<file path="config.mk">
export PLATFORM = sky130hd
export DESIGN_NAME = giv_intercept_vectors
export DESIGN_NICKNAME = d
export VERILOG_FILES = /design/src/giv_pkg.sv /design/src/giv_intercept_vectors.sv
export SDC_FILE = /design/constraint.sdc
export NUM_CORES = 1
export LEC_CHECK = 0
export ABC_AREA = 0
export BUFFER_PORTS_ARGS = -buffer_cell sky130_fd_sc_hd__buf_4
export CAP_MARGIN = 20
export CORE_AREA = 2 2 156 158
export CTS_CLUSTER_SIZE = 30
export DETAILED_ROUTE_END_ITERATION = 7
export DIE_AREA = 0 0 158 160
export GPL_ROUTABILITY_DRIVEN = 0
export MAX_ROUTING_LAYER = met4
export PLACE_DENSITY_LB_ADDON = 0.08
export REMOVE_ABC_BUFFERS = 1
export SYNTH_ARGS = -nofsm -noshare
export SYNTH_HDL_FRONTEND = slang
export SYNTH_SLANG_ARGS = --single-unit
</file>
<file path="constraint.sdc">
create_clock -name i_mclk -period 6.6 [get_ports i_mclk]
set_input_delay 0.99 -clock i_mclk [delete_from_list [all_inputs] [get_ports i_mclk]]
set_output_delay 0.99 -clock i_mclk [all_outputs]
set_load 0.01 [all_outputs]
</file>
<file path="src/giv_pkg.sv">
// package for the guest intercept vector block: control-area map, field
// positions, event kinds and the carrier structs.
// assumes nothing of its surroundings; imported by giv_intercept_vectors.
`default_nettype none
package giv_pkg;
   // control area geometry: byte address, one 32-bit word per vector
   localparam int unsigned CTL_AREA_BYTES = 1024;
   localparam int unsigned ADDR_W = 10;
   localparam int unsigned NUM_VEC = 6;
   localparam logic [ADDR_W-1:0] OFF_CR_TRAP = 10'h000;
   localparam logic [ADDR_W-1:0] OFF_DR_TRAP = 10'h004;
   localparam logic [ADDR_W-1:0] OFF_EXC_TRAP = 10'h008;
   localparam logic [ADDR_W-1:0] OFF_EVT_TRAP = 10'h00c;
   localparam logic [ADDR_W-1:0] OFF_INS2_TRAP = 10'h010;
   localparam logic [ADDR_W-1:0] OFF_INS3_TRAP = 10'h014;
   // reset value of every vector word
   localparam logic [31:0] VEC_RST = 32'h0000_0000;
   // implemented bits of the last vector word; the rest read zero
   localparam logic [31:0] INS3_IMPL_MASK = 32'h0000_0007;
   localparam logic [31:0] FULL_MASK = 32'hffff_ffff;
   // read and write halves of the control and debug register words
   localparam int unsigned RD_HALF_LSB = 0;
   localparam int unsigned WR_HALF_LSB = 16;
   // event vector word fields
   localparam int unsigned EVT_IRQ_LSB = 0;
   localparam int unsigned EVT_IRQ_CNT = 5;
   localparam int unsigned EVT_CR0_SEL = 5;
   localparam int unsigned EVT_TBL_RD_LSB = 6;
   localparam int unsigned EVT_TBL_WR_LSB = 10;
   localparam int unsigned EVT_TBL_CNT = 4;
   localparam int unsigned EVT_INSTR_LSB = 14;
   localparam int unsigned EVT_INSTR_CNT = 13;
   localparam int unsigned EVT_PORT = 27;
   localparam int unsigned EVT_MSR = 28;
   localparam int unsigned EVT_TASK = 29;
   localparam int unsigned EVT_FERR = 30;
   localparam int unsigned EVT_SHUT = 31;
   // second instruction word fields
   localparam int unsigned INS2_CNT = 15;
   localparam int unsigned INS2_WAIT = 11;
   localparam int unsigned INS2_WAIT_ARMED = 12;
   localparam int unsigned INS2_EXTENDED_FEATURE_ENABLE_REG_WR = 15;
   localparam int unsigned INS2_CR_WR_LSB = 16;
   // third instruction word fields
   localparam int unsigned INS3_BCAST_ALL = 0;
   localparam int unsigned INS3_BCAST_BAD = 1;
   localparam int unsigned INS3_PROCESS_CONTEXT_INVALIDATE = 2;

   // candidate guest event classes
   typedef enum logic [4:0] {
      GIV_K_NONE = 5'b00000,
      GIV_K_CR_RD = 5'b00001,
      GIV_K_CR_WR = 5'b00010,
      GIV_K_DR_RD = 5'b00011,
      GIV_K_DR_WR = 5'b00100,
      GIV_K_EXC = 5'b00101,
      GIV_K_IRQ = 5'b00110,
      GIV_K_TBL_RD = 5'b00111,
      GIV_K_TBL_WR = 5'b01000,
      GIV_K_INSTR = 5'b01001,
      GIV_K_PORT = 5'b01010,
      GIV_K_MSR = 5'b01011,
      GIV_K_TASK = 5'b01100,
      GIV_K_FERR = 5'b01101,
      GIV_K_SHUT = 5'b01110,
      GIV_K_INSTR2 = 5'b01111,
      GIV_K_EXTENDED_FEATURE_ENABLE_REG_WR = 5'b10000,
      GIV_K_BCAST = 5'b10001,
      GIV_K_PROCESS_CONTEXT_INVALIDATE = 5'b10010
   } giv_kind_t;

   // one candidate event offered by the core
   typedef struct packed {
      logic valid;
      giv_kind_t kind;
      logic [4:0] index;
      logic cr0_other_chg;
      logic mon_armed;
      logic bad_spec;
      logic map_hit;
   } giv_event_t;

   // decision returned one cycle later
   typedef struct packed {
      logic valid;
      logic exit_now;
      logic exit_after;
      giv_kind_t kind;
      logic [4:0] index;
   } giv_verdict_t;
endpackage
`default_nettype wire

</file>
<file path="src/giv_intercept_vectors.sv">
// intercept decision block: holds the intercept vectors of the guest
// control block control area and judges each candidate guest event.
// assumes a single core clock, a one-cycle register strobe port and one
// candidate event per cycle; the permission maps are consulted elsewhere
// and arrive here as a single hit bit.
`timescale 1ns/100ps
`default_nettype none
module giv_intercept_vectors (
   input wire logic i_mclk,
   input wire logic i_rstn,
   input wire logic [giv_pkg::ADDR_W-1:0] i_addr,
   input wire logic [31:0] i_wdata,
   input wire logic i_wr,
   input wire logic i_rd,
   output logic [31:0] o_rdata,
   input wire giv_pkg::giv_event_t i_event,
   output giv_pkg::giv_verdict_t o_verdict
);
   import giv_pkg::*;

   // registers served by each half of the control and debug vector words
   localparam int unsigned NUM_HALF_REGS = WR_HALF_LSB - RD_HALF_LSB;

   // the decoder and the array both assume exactly this geometry
   initial begin
      if (CTL_AREA_BYTES != (1 << ADDR_W) || NUM_VEC * 4 > CTL_AREA_BYTES) begin
         $error("control area geometry not supported");
      end
   end

   // pick one bit of a vector word; positions past bit 31 never trap
   function automatic logic bit_at(input logic [31:0] vec, input int unsigned pos);
      logic r;
      r = 1'b0;
      if (pos < 32) begin
         r = vec[pos[4:0]];
      end
      return r;
   endfunction

   // word index of a byte address; unaligned low bits are ignored
   function automatic int unsigned word_of(input logic [ADDR_W-1:0] a);
      int unsigned w;
      w = 32'(a[ADDR_W-1:2]);
      return w;
   endfunction

   // writable bits of each vector word
   function automatic logic [31:0] impl_mask(input int unsigned w);
      logic [31:0] m;
      m = FULL_MASK;
      if (w == word_of(OFF_INS3_TRAP)) begin
         m = INS3_IMPL_MASK;
      end
      return m;
   endfunction

   logic [31:0] vec_q [NUM_VEC];
   logic [31:0] rdata_d;
   logic exit_now_d;
   logic exit_after_d;
   int unsigned wsel;
   int unsigned idx;

   assign wsel = word_of(i_addr);
   assign idx = 32'(i_event.index);

   // vector words: plain storage, only implemented bits are kept
   always_ff @(posedge i_mclk) begin
      if (!i_rstn) begin
         for (int i = 0; i < NUM_VEC; i++) begin
            vec_q[i] <= VEC_RST;
         end
      end else if (i_wr && wsel < NUM_VEC) begin
         vec_q[wsel] <= i_wdata & impl_mask(wsel);
      end
   end

   // read mux; padding past the vectors reads zero and ignores writes
   always_comb begin
      rdata_d = 32'h0000_0000;
      if (wsel < NUM_VEC) begin
         rdata_d = vec_q[wsel];
      end
   end

   // read data stands only in the cycle after the strobe
   always_ff @(posedge i_mclk) begin
      if (!i_rstn) begin
         o_rdata <= 32'h0000_0000;
      end else if (i_rd) begin
         o_rdata <= rdata_d;
      end else begin
         o_rdata <= 32'h0000_0000;
      end
   end

   // intercept decision for the offered event
   always_comb begin
      exit_now_d = 1'b0;
      exit_after_d = 1'b0;
      case (i_event.kind)
         GIV_K_CR_RD: begin
            if (idx < NUM_HALF_REGS) begin
               exit_now_d = bit_at(vec_q[0], RD_HALF_LSB + idx);
            end
         end
         GIV_K_CR_WR: begin
            // a selective register-zero trap only fires on real mode changes
            exit_now_d = bit_at(vec_q[0], WR_HALF_LSB + idx)
               | (idx == 0 && vec_q[3][EVT_CR0_SEL] && i_event.cr0_other_chg);
            // a trap taken before the write leaves no write to report after it
            exit_after_d = !exit_now_d && bit_at(vec_q[4], INS2_CR_WR_LSB + idx);
         end
         GIV_K_DR_RD: begin
            if (idx < NUM_HALF_REGS) begin
               exit_now_d = bit_at(vec_q[1], RD_HALF_LSB + idx);
            end
         end
         GIV_K_DR_WR: begin
            exit_now_d = bit_at(vec_q[1], WR_HALF_LSB + idx);
         end
         GIV_K_EXC: begin
            exit_now_d = bit_at(vec_q[2], idx);
         end
         GIV_K_IRQ: begin
            if (idx < EVT_IRQ_CNT) begin
               exit_now_d = bit_at(vec_q[3], EVT_IRQ_LSB + idx);
            end
         end
         GIV_K_TBL_RD: begin
            if (idx < EVT_TBL_CNT) begin
               exit_now_d = bit_at(vec_q[3], EVT_TBL_RD_LSB + idx);
            end
         end
         GIV_K_TBL_WR: begin
            if (idx < EVT_TBL_CNT) begin
               exit_now_d = bit_at(vec_q[3], EVT_TBL_WR_LSB + idx);
            end
         end
         GIV_K_INSTR: begin
            if (idx < EVT_INSTR_CNT) begin
               exit_now_d = bit_at(vec_q[3], EVT_INSTR_LSB + idx);
            end
         end
         GIV_K_PORT: begin
            // the map lookup happens upstream; only marked ports reach a trap
            exit_now_d = vec_q[3][EVT_PORT] && i_event.map_hit;
         end
         GIV_K_MSR: begin
            exit_now_d = vec_q[3][EVT_MSR] && i_event.map_hit;
         end
         GIV_K_TASK: begin
            exit_now_d = vec_q[3][EVT_TASK];
         end
         GIV_K_FERR: begin
            exit_now_d = vec_q[3][EVT_FERR];
         end
         GIV_K_SHUT: begin
            exit_now_d = vec_q[3][EVT_SHUT];
         end
         GIV_K_INSTR2: begin
            if (idx == INS2_WAIT) begin
               // the armed-only bit widens the unconditional one, never narrows it
               exit_now_d = vec_q[4][INS2_WAIT]
                  | (vec_q[4][INS2_WAIT_ARMED] && i_event.mon_armed);
            end else if (idx < INS2_CNT && idx != INS2_WAIT_ARMED) begin
               exit_now_d = bit_at(vec_q[4], idx);
            end
         end
         GIV_K_EXTENDED_FEATURE_ENABLE_REG_WR: begin
            exit_after_d = vec_q[4][INS2_EXTENDED_FEATURE_ENABLE_REG_WR];
         end
         GIV_K_BCAST: begin
            exit_now_d = vec_q[5][INS3_BCAST_ALL]
               | (vec_q[5][INS3_BCAST_BAD] && i_event.bad_spec);
         end
         GIV_K_PROCESS_CONTEXT_INVALIDATE: begin
            exit_now_d = vec_q[5][INS3_PROCESS_CONTEXT_INVALIDATE];
         end
         default: begin
            exit_now_d = 1'b0;
            exit_after_d = 1'b0;
         end
      endcase
      if (!i_event.valid) begin
         exit_now_d = 1'b0;
         exit_after_d = 1'b0;
      end
   end

   // verdict register: one answer per offered event, one cycle later
   always_ff @(posedge i_mclk) begin
      if (!i_rstn) begin
         o_verdict <= '0;
      end else begin
         o_verdict.valid <= i_event.valid;
         o_verdict.exit_now <= exit_now_d;
         o_verdict.exit_after <= exit_after_d;
         o_verdict.kind <= i_event.valid ? i_event.kind : GIV_K_NONE;
         o_verdict.index <= i_event.valid ? i_event.index : 5'h00;
      end
   end

   // helper terms read only by the checks below
   logic exc_sel;
   logic cr_wr_sel;
   assign exc_sel = vec_q[2][i_event.index];
   assign cr_wr_sel = vec_q[0][WR_HALF_LSB + 32'(i_event.index[3:0])];
   logic cr_rd_sel;
   logic dr_rd_sel;
   logic dr_wr_sel;
   assign cr_rd_sel = !i_event.index[4] && vec_q[0][RD_HALF_LSB + 32'(i_event.index[3:0])];
   assign dr_rd_sel = !i_event.index[4] && vec_q[1][RD_HALF_LSB + 32'(i_event.index[3:0])];
   assign dr_wr_sel = !i_event.index[4] && vec_q[1][WR_HALF_LSB + 32'(i_event.index[3:0])];
endmodule
`default_nettype wire

</file>
==> tab_implementation.tex, run 1 <==
\begin{tabular}{lr}
\hline
Metric & Value \\
\hline
\multicolumn{2}{l}{\textbf{STA}} \\
\quad Final Slew Violations & 0 \\
\quad Final min period & 3.61 ns \\
\quad Unrepaired setup endpoints after global routing & no \\
\quad Fin. Hold Viols & 0 \\
\quad Max-slew headroom & 0.392 \\
\quad Period utilization & 0.547 \\
\quad Clk\_skew & 0.0113 ns \\
\quad Final setup fails & 0 \\
\quad Sum Neg Setup Slack & 0 ns \\
\quad Highest clock rate & 277 MHz \\
\quad Worst-margin pin slew & 0.913 ns \\
\multicolumn{2}{l}{\textbf{Finish}} \\
\quad Register Area & 8590 µm² \\
\quad Fill cell count & 1726 \\
\quad Most frequent cells in the layout & sky130\_fd\_sc\_hd\_\_edfxtp\_1 (256), sky130\_fd\_sc\_hd\_\_nor2\_1 (141), sky130\_fd\_sc\_hd\_\_buf\_4 (120), sky130\_fd\_sc\_hd\_\_mux4\_2 (99), sky130\_fd\_sc\_hd\_\_and3\_1 (73) \\
\quad Layout overhead on the synthesized area & 16.2\% \\
\quad Share of cells above drive strength 1 & 0.255 \\
\quad Commonest non-fill, non-tap cell in the layout & sky130\_fd\_sc\_hd\_\_edfxtp\_1 \\
\quad Ant. Diodes & 0 \\
\quad Area taken by multi-input logic gates & 5170 µm² \\
\quad Fin area & 16300 µm² \\
\quad Utilization of the core after routing & 0.684 \\
\quad Fin nets & 1162 \\
\multicolumn{2}{l}{\textbf{Clock network}} \\
\quad Number of buffers created by CTS & 31 \\
\quad Number of buffers on the longest clock path & 3 \\
\quad Number of levels in the clock H-tree & 1 \\
\quad Clk pin slew, worst setup/hold paths & 0.06 ns \\
\quad Source-to-sink clock delay at the later pin of the worst-skew pair & 0.56 ns \\
\quad Root buffer selected by CTS & sky130\_fd\_sc\_hd\_\_clkbuf\_16 \\
\quad Post CTS Setup Buffer Count & 0 \\
\quad Number of clock sinks & 301 \\
\quad Hold-fix buffers at CTS & 0 \\
\quad Post-CTS sizing & 0 \\
\quad CTS tree & yes \\
\multicolumn{2}{l}{\textbf{Route}} \\
\quad Post-route antenna net violation count & 0 \\
\quad DRC violation count after routing & 0 \\
\quad Number of violations reported at the end of detailed-routing iteration 0 & 798 \\
\quad Number of vias per cell after detailed routing & 6.15 \\
\quad Routed wire length & 33.7 mm \\
\quad Mean routed wirelength per cell & 23.3 µm \\
\quad Pre-antenna DRT Iters & 7 \\
\quad Routed vias & 8888 \\
\multicolumn{2}{l}{\textbf{Synthesis}} \\
\quad Portion of netlist area occupied by mux cells & 0.218 \\
\quad Main flop type after synthesis & sky130\_fd\_sc\_hd\_\_edfxtp\_1 \\
\quad Simple-gate area share of the yosys netlist & 0.110 \\
\quad Register bit count reported by yosys & 301 \\
\quad Total number of yosys warnings & 0 \\
\quad Fraction of the mapped netlist area in compound gates & 0.0202 \\
\quad Number of library cell types mapped by synthesis & 60 \\
\quad Mean instance size in the synthesized netlist & 14.7 µm² \\
\quad Number of instances in the synthesized netlist & 953 \\
\quad Sequential area share after synthesis & 0.613 \\
\quad Post-synthesis share of cell area spent on xor and xnor gates & 0.00125 \\
\quad Cell area after synthesis & 14000 µm² \\
\quad Combinational family with the most area after synthesis & multiplexers \\
\quad Count of flip-flops with a built-in enable after synthesis & 256 \\
\quad Arithmetic-cell share of the synthesized area counting full adders, half adders and majority gates & 0.00268 \\
\quad Ys async rst share & 0 \\
\multicolumn{2}{l}{\textbf{Critical path}} \\
\quad Startpoint of the worst register-to-register path & vec\_q[3][11] \\
\quad Largest stage delay on the critical path & 0.66 ns \\
\quad Cell family contributing the most delay on the critical path & simple AND/OR/NAND/NOR gates \\
\quad Capture instance of the worst register-to-register path & o\_verdict[11] \\
\quad Type of origin of the critical path & primary input \\
\quad Cell with the largest stage delay on the worst path & sky130\_fd\_sc\_hd\_\_nand2\_1 \\
\quad Peak fanout along the critical path & 33 \\
\quad Worst path buffer plus inverter count & 3 \\
\quad Cell Chain, Critical Path & buf\_4 -> or4\_1 -> nor2\_2 -> nand3\_2 -> a21oi\_2 -> and2b\_1 -> buf\_16 -> nand2\_1 -> nand2\_1 -> buf\_4 \\
\quad R2r worst-path depth & 7 \\
\quad Data arrival, critical path & 3.83 ns \\
\quad Slack of the worst reg-to-reg path & 4.52 ns \\
\quad Category of the most critical setup path & primary input to flip-flop \\
\quad Type of destination of the critical path & flip-flop \\
\quad Req. time, crit path & 6.82 ns \\
\multicolumn{2}{l}{\textbf{Pwr}} \\
\quad Sequential power share & 0.505 \\
\quad Switching Fraction & 0.222 \\
\quad Power density over the cells & 266 nW/µm² \\
\quad Internal Dissipation & 3370 µW \\
\quad Logic gate share of total power & 0.086 \\
\quad Leakage power & 0.00633 µW \\
\quad Switch Pwr & 962 µW \\
\quad Peak supply drop & 0.000230 V \\
\quad Power share of the clock group & 0.409 \\
\multicolumn{2}{l}{\textbf{Die}} \\
\quad Core Region & 23800 µm² \\
\quad Die height & 160 µm \\
\quad Initial core utilization & 0.588 \\
\quad Die W & 158 µm \\
\quad Area of the die & 25300 µm² \\
\quad Number of rows created at floorplan & 57 \\
\quad I/O Pins & 106 \\
\multicolumn{2}{l}{\textbf{Placed design}} \\
\quad Area post-placement & 15200 µm² \\
\quad Number of I/O port buffers & 103 \\
\quad Total half-perimeter wirelength after legalization and detailed placement & 21.8 mm \\
\multicolumn{2}{l}{\textbf{Min path}} \\
\quad Hold EP & o\_rdata[22] \\
\quad Path class of the lowest-slack min-delay path & flip-flop to flip-flop \\
\quad Instance count along the most critical hold path & 3 \\
\quad Min-delay src & vec\_q[6][22] \\
\multicolumn{2}{l}{\textbf{GRT}} \\
\quad Number of global-route vias before repair & 8954 \\
\quad All-Layer GR Usage & 0.283 \\
\quad Global-route wire length before repair & 51.9 mm \\
\quad Largest net degree at the start of global routing & 56 \\
\quad Aggregate global routing overflow & 0 \\
\quad Number of antenna violations at the first check in global routing & 0 \\
\multicolumn{2}{l}{\textbf{Status}} \\
\quad Outcome & finished, final reports clean \\
\multicolumn{2}{l}{\textbf{Flow run}} \\
\quad Count of max-cap constraint violations & 0 \\
\hline
\end{tabular}
power groups by stage:
stage | registers [µW] | clock network, µW | logic, µW
2_1_floorplan | 2210 | 0 | 209
3_3_place_gp | 2220 | 0 | 365
3_5_place_dp | 2230 | 0 | 368
4_1_cts | 2190 | 1790 | 371
5_1_grt | 2200 | 1870 | 397
6_report | 2190 | 1770 | 371
synth_stat cells (all sizes together) (2+ instances only):
cell,number,share of area
nand4,6,0.0027
a21oi,14,0.0053
nand3b,2,0.0011
clkbuf,38,0.011
buf,35,0.015
mux2i,56,0.040
ha,3,0.0027
nor3,4,0.0018
and3,73,0.033
nor2b,7,0.0031
nand2,57,0.015
dfxtp,45,0.064
o21ai,3,0.0011
or3,3,0.0017
a2111oi,2,0.0013
mux2,7,0.0056
o311ai,2,0.0013
a211oi,3,0.0016
edfxtp,256,0.55
nor4,2,0.00089
nand2b,3,0.0013
inv,37,0.0099
a22oi,4,0.0021
nor3b,2,0.0011
nor2,142,0.038
o22ai,4,0.0018
nand3,17,0.0064
mux4,106,0.17
a31oi,2,0.00089
per-layer routing:
metal / vias to the layer above / GRT usage / wire, µm
met4: 0 / 0.0696 / 779
met2: 397 / 0.431 / 16200
met5: - / - / 0
li1: 3874 / - / -
met1: 4543 / 0.401 / 13900
met3: 74 / 0.0581 / 2850
worst min-delay path: stages, from the launching register on:
cell and delay [ns]:
sky130_fd_sc_hd__edfxtp_1 0.31, sky130_fd_sc_hd__mux4_2 0.22, sky130_fd_sc_hd__mux2i_1 0.06, sky130_fd_sc_hd__nor2_1 0.07
sequential cells by signal, summed over array words and instances (netlist names):
name       flops
vec_q        256
o_rdata       32
o_verdict     13
kinds of logic after synthesis:
family	Yosys count
DFF	301
AOI/OAI and AO/OA	42
xor gates and xnor gates	2
other	1
buffers and inverters	111
muxes	169
adders and majority gates	3
and+or+nand+nor	324
layout make-up:
| class | count | area share |
|---|---|---|
| multi-input combinational | 604 | 0.318 |
| tap | 324 | 0.0249 |
| sequential | 301 | 0.527 |
| clock inverter | 18 | 0.0122 |
| inverter | 38 | 0.00876 |
| timing repair buffer | 122 | 0.0579 |
| clock buffer | 39 | 0.0513 |
worst max-delay path by stage:
| stage | from | to | cells past startpoint |
|---|---|---|---|
| 2_1_floorplan | i_addr[7] | vec_q[2][0] | 7 |
| 3_3_place_gp | i_addr[7] | vec_q[4][27] | 9 |
| 3_5_place_dp | i_addr[7] | vec_q[2][9] | 9 |
| 4_1_cts | i_addr[7] | vec_q[2][13] | 9 |
| 5_1_grt | i_addr[7] | vec_q[2][13] | 10 |
| 6_report | i_addr[7] | vec_q[2][13] | 10 |
stage by stage:
| step | setup slack, ns | power (µW) | cells | hold slack (ns) |
|---|---|---|---|---|
| after floorplan | 2.65 | 2420 | 943 | 0.547 |
| after global placement | 2.00 | 2590 | 1387 | 0.670 |
| after detailed placement | 1.91 | 2600 | 1387 | 0.685 |
| after CTS | 2.50 | 4350 | 1444 | 0.701 |
| after global routing | 2.82 | 4460 | 1446 | 0.727 |
| final | 2.99 | 4340 | 1446 | 0.694 |
Power figures use the tool's default switching activity.
==> inputs of run 2 (changes only) <==
Settings changed: ABC_AREA 0 to 1, CORE_AREA 2 2 156 158 to 2 2 160 162, DIE_AREA 0 0 158 160 to 0 0 162 164.
Clock period 6.6 ns to 3.5 ns, I/O delays scaled along.
==> run 2 against run 1 <==
  * Core utilization fell by 0.13 points
  * Die area is 5.1% higher
  * Synthesized area up 4.2%
  * Sequential power up 88%
  * Total power grew 91%
  * Hold slack worse by 0.35 ns
  * Critical endpoint is now vec_q[0][3]
==> tab_implementation.tex, run 2 <==
\begin{tabular}{lr}
\hline
Metric & Value \\
\hline
\multicolumn{2}{l}{\textbf{Synthesis}} \\
\quad Main flop type after synthesis & sky130\_fd\_sc\_hd\_\_edfxtp\_1 \\
\quad Post-synthesis share of cell area spent on xor and xnor gates & 0.00180 (+0.000549) \\
\quad Total number of yosys warnings & 0 (unchanged) \\
\quad Cell area after synthesis & 14600 µm² (+4.2\%) \\
\quad Ys async rst share & 0 (unchanged) \\
\quad Yosys top cell area share & 0.526 (-0.0221) \\
\quad Leading cell types by total area after synthesis & sky130\_fd\_sc\_hd\_\_edfxtp\_1 (53\%), sky130\_fd\_sc\_hd\_\_nand2\_1 (7.5\%), sky130\_fd\_sc\_hd\_\_nor2\_1 (7.5\%), sky130\_fd\_sc\_hd\_\_o21ai\_0 (6.9\%), sky130\_fd\_sc\_hd\_\_dfxtp\_1 (6.2\%) \\
\quad Number of library cell types mapped by synthesis & 31 (-48\%) \\
\quad Portion of netlist area occupied by mux cells & 0 (-0.218) \\
\quad Mean instance size in the synthesized netlist & 8.91 µm² (-39\%) \\
\quad Sequential area share after synthesis & 0.588 (-0.0247) \\
\quad Register bit count reported by yosys & 301 (unchanged) \\
\quad Number of instances in the synthesized netlist & 1638 (+72\%) \\
\quad Arithmetic-cell share of the synthesized area counting full adders, half adders and majority gates & 0.00257 (-0.000108) \\
\quad Fraction of the mapped netlist area in compound gates & 0.123 (+0.102) \\
\quad Combinational family with the most area after synthesis & simple AND/OR/NAND/NOR gates \\
\quad Synth area leader & sky130\_fd\_sc\_hd\_\_edfxtp\_1 \\
\quad Most frequent cells after synthesis & sky130\_fd\_sc\_hd\_\_nand2\_1 (290), sky130\_fd\_sc\_hd\_\_nor2\_1 (290), sky130\_fd\_sc\_hd\_\_edfxtp\_1 (256) \\
\quad Simple-gate area share of the yosys netlist & 0.212 (+0.102) \\
\quad Count of flip-flops with a built-in enable after synthesis & 256 (unchanged) \\
\multicolumn{2}{l}{\textbf{Die}} \\
\quad I/O Pins & 106 (unchanged) \\
\quad Die height & 164 µm (+2.5\%) \\
\quad Initial core utilization & 0.588 (about the same) \\
\quad Number of rows created at floorplan & 58 (+1.8\%) \\
\quad Area of the die & 26600 µm² (+5.1\%) \\
\quad Core Region & 24800 µm² (+4.2\%) \\
\quad Die W & 162 µm (+2.5\%) \\
\multicolumn{2}{l}{\textbf{Pwr}} \\
\quad Logic gate share of total power & 0.091 (+0.005) \\
\quad Switch Pwr & 1960 µW (+100\%) \\
\quad Sequential power share & 0.497 (-0.008) \\
\quad Total Power Consumption & 8260 µW (+91\%) \\
\quad Switching Fraction & 0.237 (+0.0154) \\
\quad Internal Dissipation & 6300 µW (+87\%) \\
\quad Leakage power & 0.00670 µW (+6.0\%) \\
\quad Power density over the cells & 488 nW/µm² (+83\%) \\
\quad Power share of the clock group & 0.412 (+0.003) \\
\quad Peak supply drop & 0.000406 V (+76\%) \\
\multicolumn{2}{l}{\textbf{Finish}} \\
\quad Register name with the most flops & vec\_q \\
\quad Ant. Diodes & 0 (unchanged) \\
\quad Fin nets & 1832 (+58\%) \\
\quad Layout overhead on the synthesized area & 16.0\% \\
\quad Flip-flop count of the largest register, all copies and words added & 256 (unchanged) \\
\quad Registers with the most flip-flops & vec\_q: 256 flops, o\_rdata: 32 flops, o\_verdict: 13 flops \\
\quad Share of cells above drive strength 1 & 0.135 (-0.120) \\
\quad Area taken by multi-input logic gates & 5200 µm² (+0.63\%) \\
\quad Utilization of the core after routing & 0.682 (-0.00129) \\
\quad Register Area & 8590 µm² (unchanged) \\
\quad Most frequent cells in the layout & sky130\_fd\_sc\_hd\_\_nor2\_1 (290), sky130\_fd\_sc\_hd\_\_nand2\_1 (290), sky130\_fd\_sc\_hd\_\_edfxtp\_1 (256), sky130\_fd\_sc\_hd\_\_o21ai\_0 (201), sky130\_fd\_sc\_hd\_\_buf\_4 (131) \\
\quad Fill cell count & 2024 (+17\%) \\
\multicolumn{2}{l}{\textbf{STA}} \\
\quad Fin. Hold Viols & 0 (unchanged) \\
\quad Highest clock rate & 464 MHz \\
\quad Worst-margin pin slew & 0.969 ns (+0.0568 ns) \\
\quad Unrepaired setup endpoints after global routing & no \\
\quad Final min period & 2.16 ns \\
\quad Clk\_skew & 0.0108 ns (-0.000477 ns) \\
\quad Sum Neg Setup Slack & 0 ns (unchanged) \\
\quad Period utilization & 0.616 \\
\quad Final Slew Violations & 0 (unchanged) \\
\quad Final setup fails & 0 (unchanged) \\
\quad Max-slew headroom & 0.354 (-0.0379) \\
\multicolumn{2}{l}{\textbf{Critical path}} \\
\quad Peak fanout along the critical path & 58 (+76\%) \\
\quad Category of the most critical setup path & primary input to flip-flop \\
\quad Type of origin of the critical path & primary input \\
\quad Data arrival, critical path & 2.39 ns (-1.44 ns) \\
\quad Req. time, crit path & 3.74 ns (-3.08 ns) \\
\quad Type of destination of the critical path & flip-flop \\
\multicolumn{2}{l}{\textbf{Route}} \\
\quad Post-route antenna net violation count & 0 (unchanged) \\
\quad Number of violations reported at the end of detailed-routing iteration 0 & 1296 (+62\%) \\
\quad Pre-antenna DRT Iters & 6 (-1) \\
\quad Mean routed wirelength per cell & 18.9 µm (-19\%) \\
\quad DRC violation count after routing & 0 (unchanged) \\
\quad Routed vias & 12095 (+36\%) \\
\quad Routed wire length & 40.1 mm (+19\%) \\
\quad Number of vias per cell after detailed routing & 5.70 (-7.3\%) \\
\multicolumn{2}{l}{\textbf{Placed design}} \\
\quad Number of I/O port buffers & 103 (unchanged) \\
\quad Total half-perimeter wirelength after legalization and detailed placement & 25.2 mm (+16\%) \\
\multicolumn{2}{l}{\textbf{Clock network}} \\
\quad Post CTS Setup Buffer Count & 0 (unchanged) \\
\quad Post-CTS sizing & 0 (unchanged) \\
\quad Hold-fix buffers at CTS & 0 (unchanged) \\
\quad Root buffer selected by CTS & sky130\_fd\_sc\_hd\_\_clkbuf\_16 \\
\quad Number of buffers on the longest clock path & 3 (unchanged) \\
\quad Number of levels in the clock H-tree & 2 (+1) \\
\quad Clk pin slew, worst setup/hold paths & 0.06 ns (about the same) \\
\quad Source-to-sink clock delay at the later pin of the worst-skew pair & 0.50 ns (-0.06 ns) \\
\quad Number of buffers created by CTS & 34 (+9.7\%) \\
\quad Number of clock sinks & 301 (unchanged) \\
\quad CTS tree & yes \\
\multicolumn{2}{l}{\textbf{Status}} \\
\quad Outcome & finished, final reports clean \\
\multicolumn{2}{l}{\textbf{GRT}} \\
\quad Number of global-route vias before repair & 11438 (+28\%) \\
\quad Largest net degree at the start of global routing & 94 (+68\%) \\
\quad Global-route wire length before repair & 61.8 mm (+19\%) \\
\quad Aggregate global routing overflow & 0 (unchanged) \\
\quad Number of antenna violations at the first check in global routing & 0 (unchanged) \\
\quad All-Layer GR Usage & 0.312 (+0.0287) \\
\multicolumn{2}{l}{\textbf{Min path}} \\
\quad Path class of the lowest-slack min-delay path & primary input to flip-flop \\
\multicolumn{2}{l}{\textbf{Flow run}} \\
\quad Count of max-cap constraint violations & 0 (unchanged) \\
\hline
\end{tabular}
run 2: power groups by stage:
stage          logic (µW)  registers (µW)  clock network, µW
2_1_floorplan         406            4160                  0
5_1_grt               830            4120               3590
4_1_cts               744            4100               3430
6_report              754            4110               3400
3_5_place_dp          739            4180                  0
3_3_place_gp          727            4170                  0
run 2: stage by stage:
stage,instance area (µm²),hold slack (ns),setup slack (ns),std cells
3_3_place_gp,15900,0.612,0.927,2062
4_1_cts,16900,0.334,1.40,2123
2_1_floorplan,14400,0.544,-2.48,1596
5_1_grt,16900,0.340,1.31,2123
3_5_place_dp,15900,0.620,0.867,2062
6_report,16900,0.347,1.34,2123
run 2: path summary, 6_finish.rpt:
check / start / to / slack [ns] / cells past startpoint
max: i_addr[4] / vec_q[0][3] / 1.34 / 9
min reg2reg: vec_q[5][19] / o_rdata[19] / 0.64 / 4
min: i_wdata[0] / vec_q[4][0] / 0.35 / 3
max reg2reg: vec_q[3][8] / o_verdict[11] / 1.66 / 10
run 2: layout make-up:
class / instances / share of cell area
timing repair buffer: 136 / 0.0640
clock buffer: 48 / 0.0577
sequential: 301 / 0.507
clock inverter: 13 / 0.00554
tap: 330 / 0.0244
inverter: 153 / 0.0341
multi-input combinational: 1142 / 0.307
run 2: layer usage:
metal  up-vias  track usage  share of wire
met5         -            -              0
met4         0       0.0998          0.029
met3        83       0.0412          0.081
met2       559        0.518           0.49
met1      5743        0.403           0.40
li1       5710            -              -
run 2: kinds of logic after synthesis:
family	after synthesis
and+or+nand+nor	730
AOI/OAI and AO/OA	342
other	1
adders and majority gates	3
buffers and inverters	258
DFF	301
xor gates and xnor gates	3
run 2: critical path, cell delays in order:
cell,delay [ns]
sky130_fd_sc_hd__buf_4,0.46
sky130_fd_sc_hd__inv_2,0.07
sky130_fd_sc_hd__nor4_1,0.29
sky130_fd_sc_hd__nand3_1,0.16
sky130_fd_sc_hd__inv_2,0.10
sky130_fd_sc_hd__buf_12,0.30
sky130_fd_sc_hd__nor3_1,0.16
sky130_fd_sc_hd__inv_1,0.17
sky130_fd_sc_hd__nor2_1,0.07
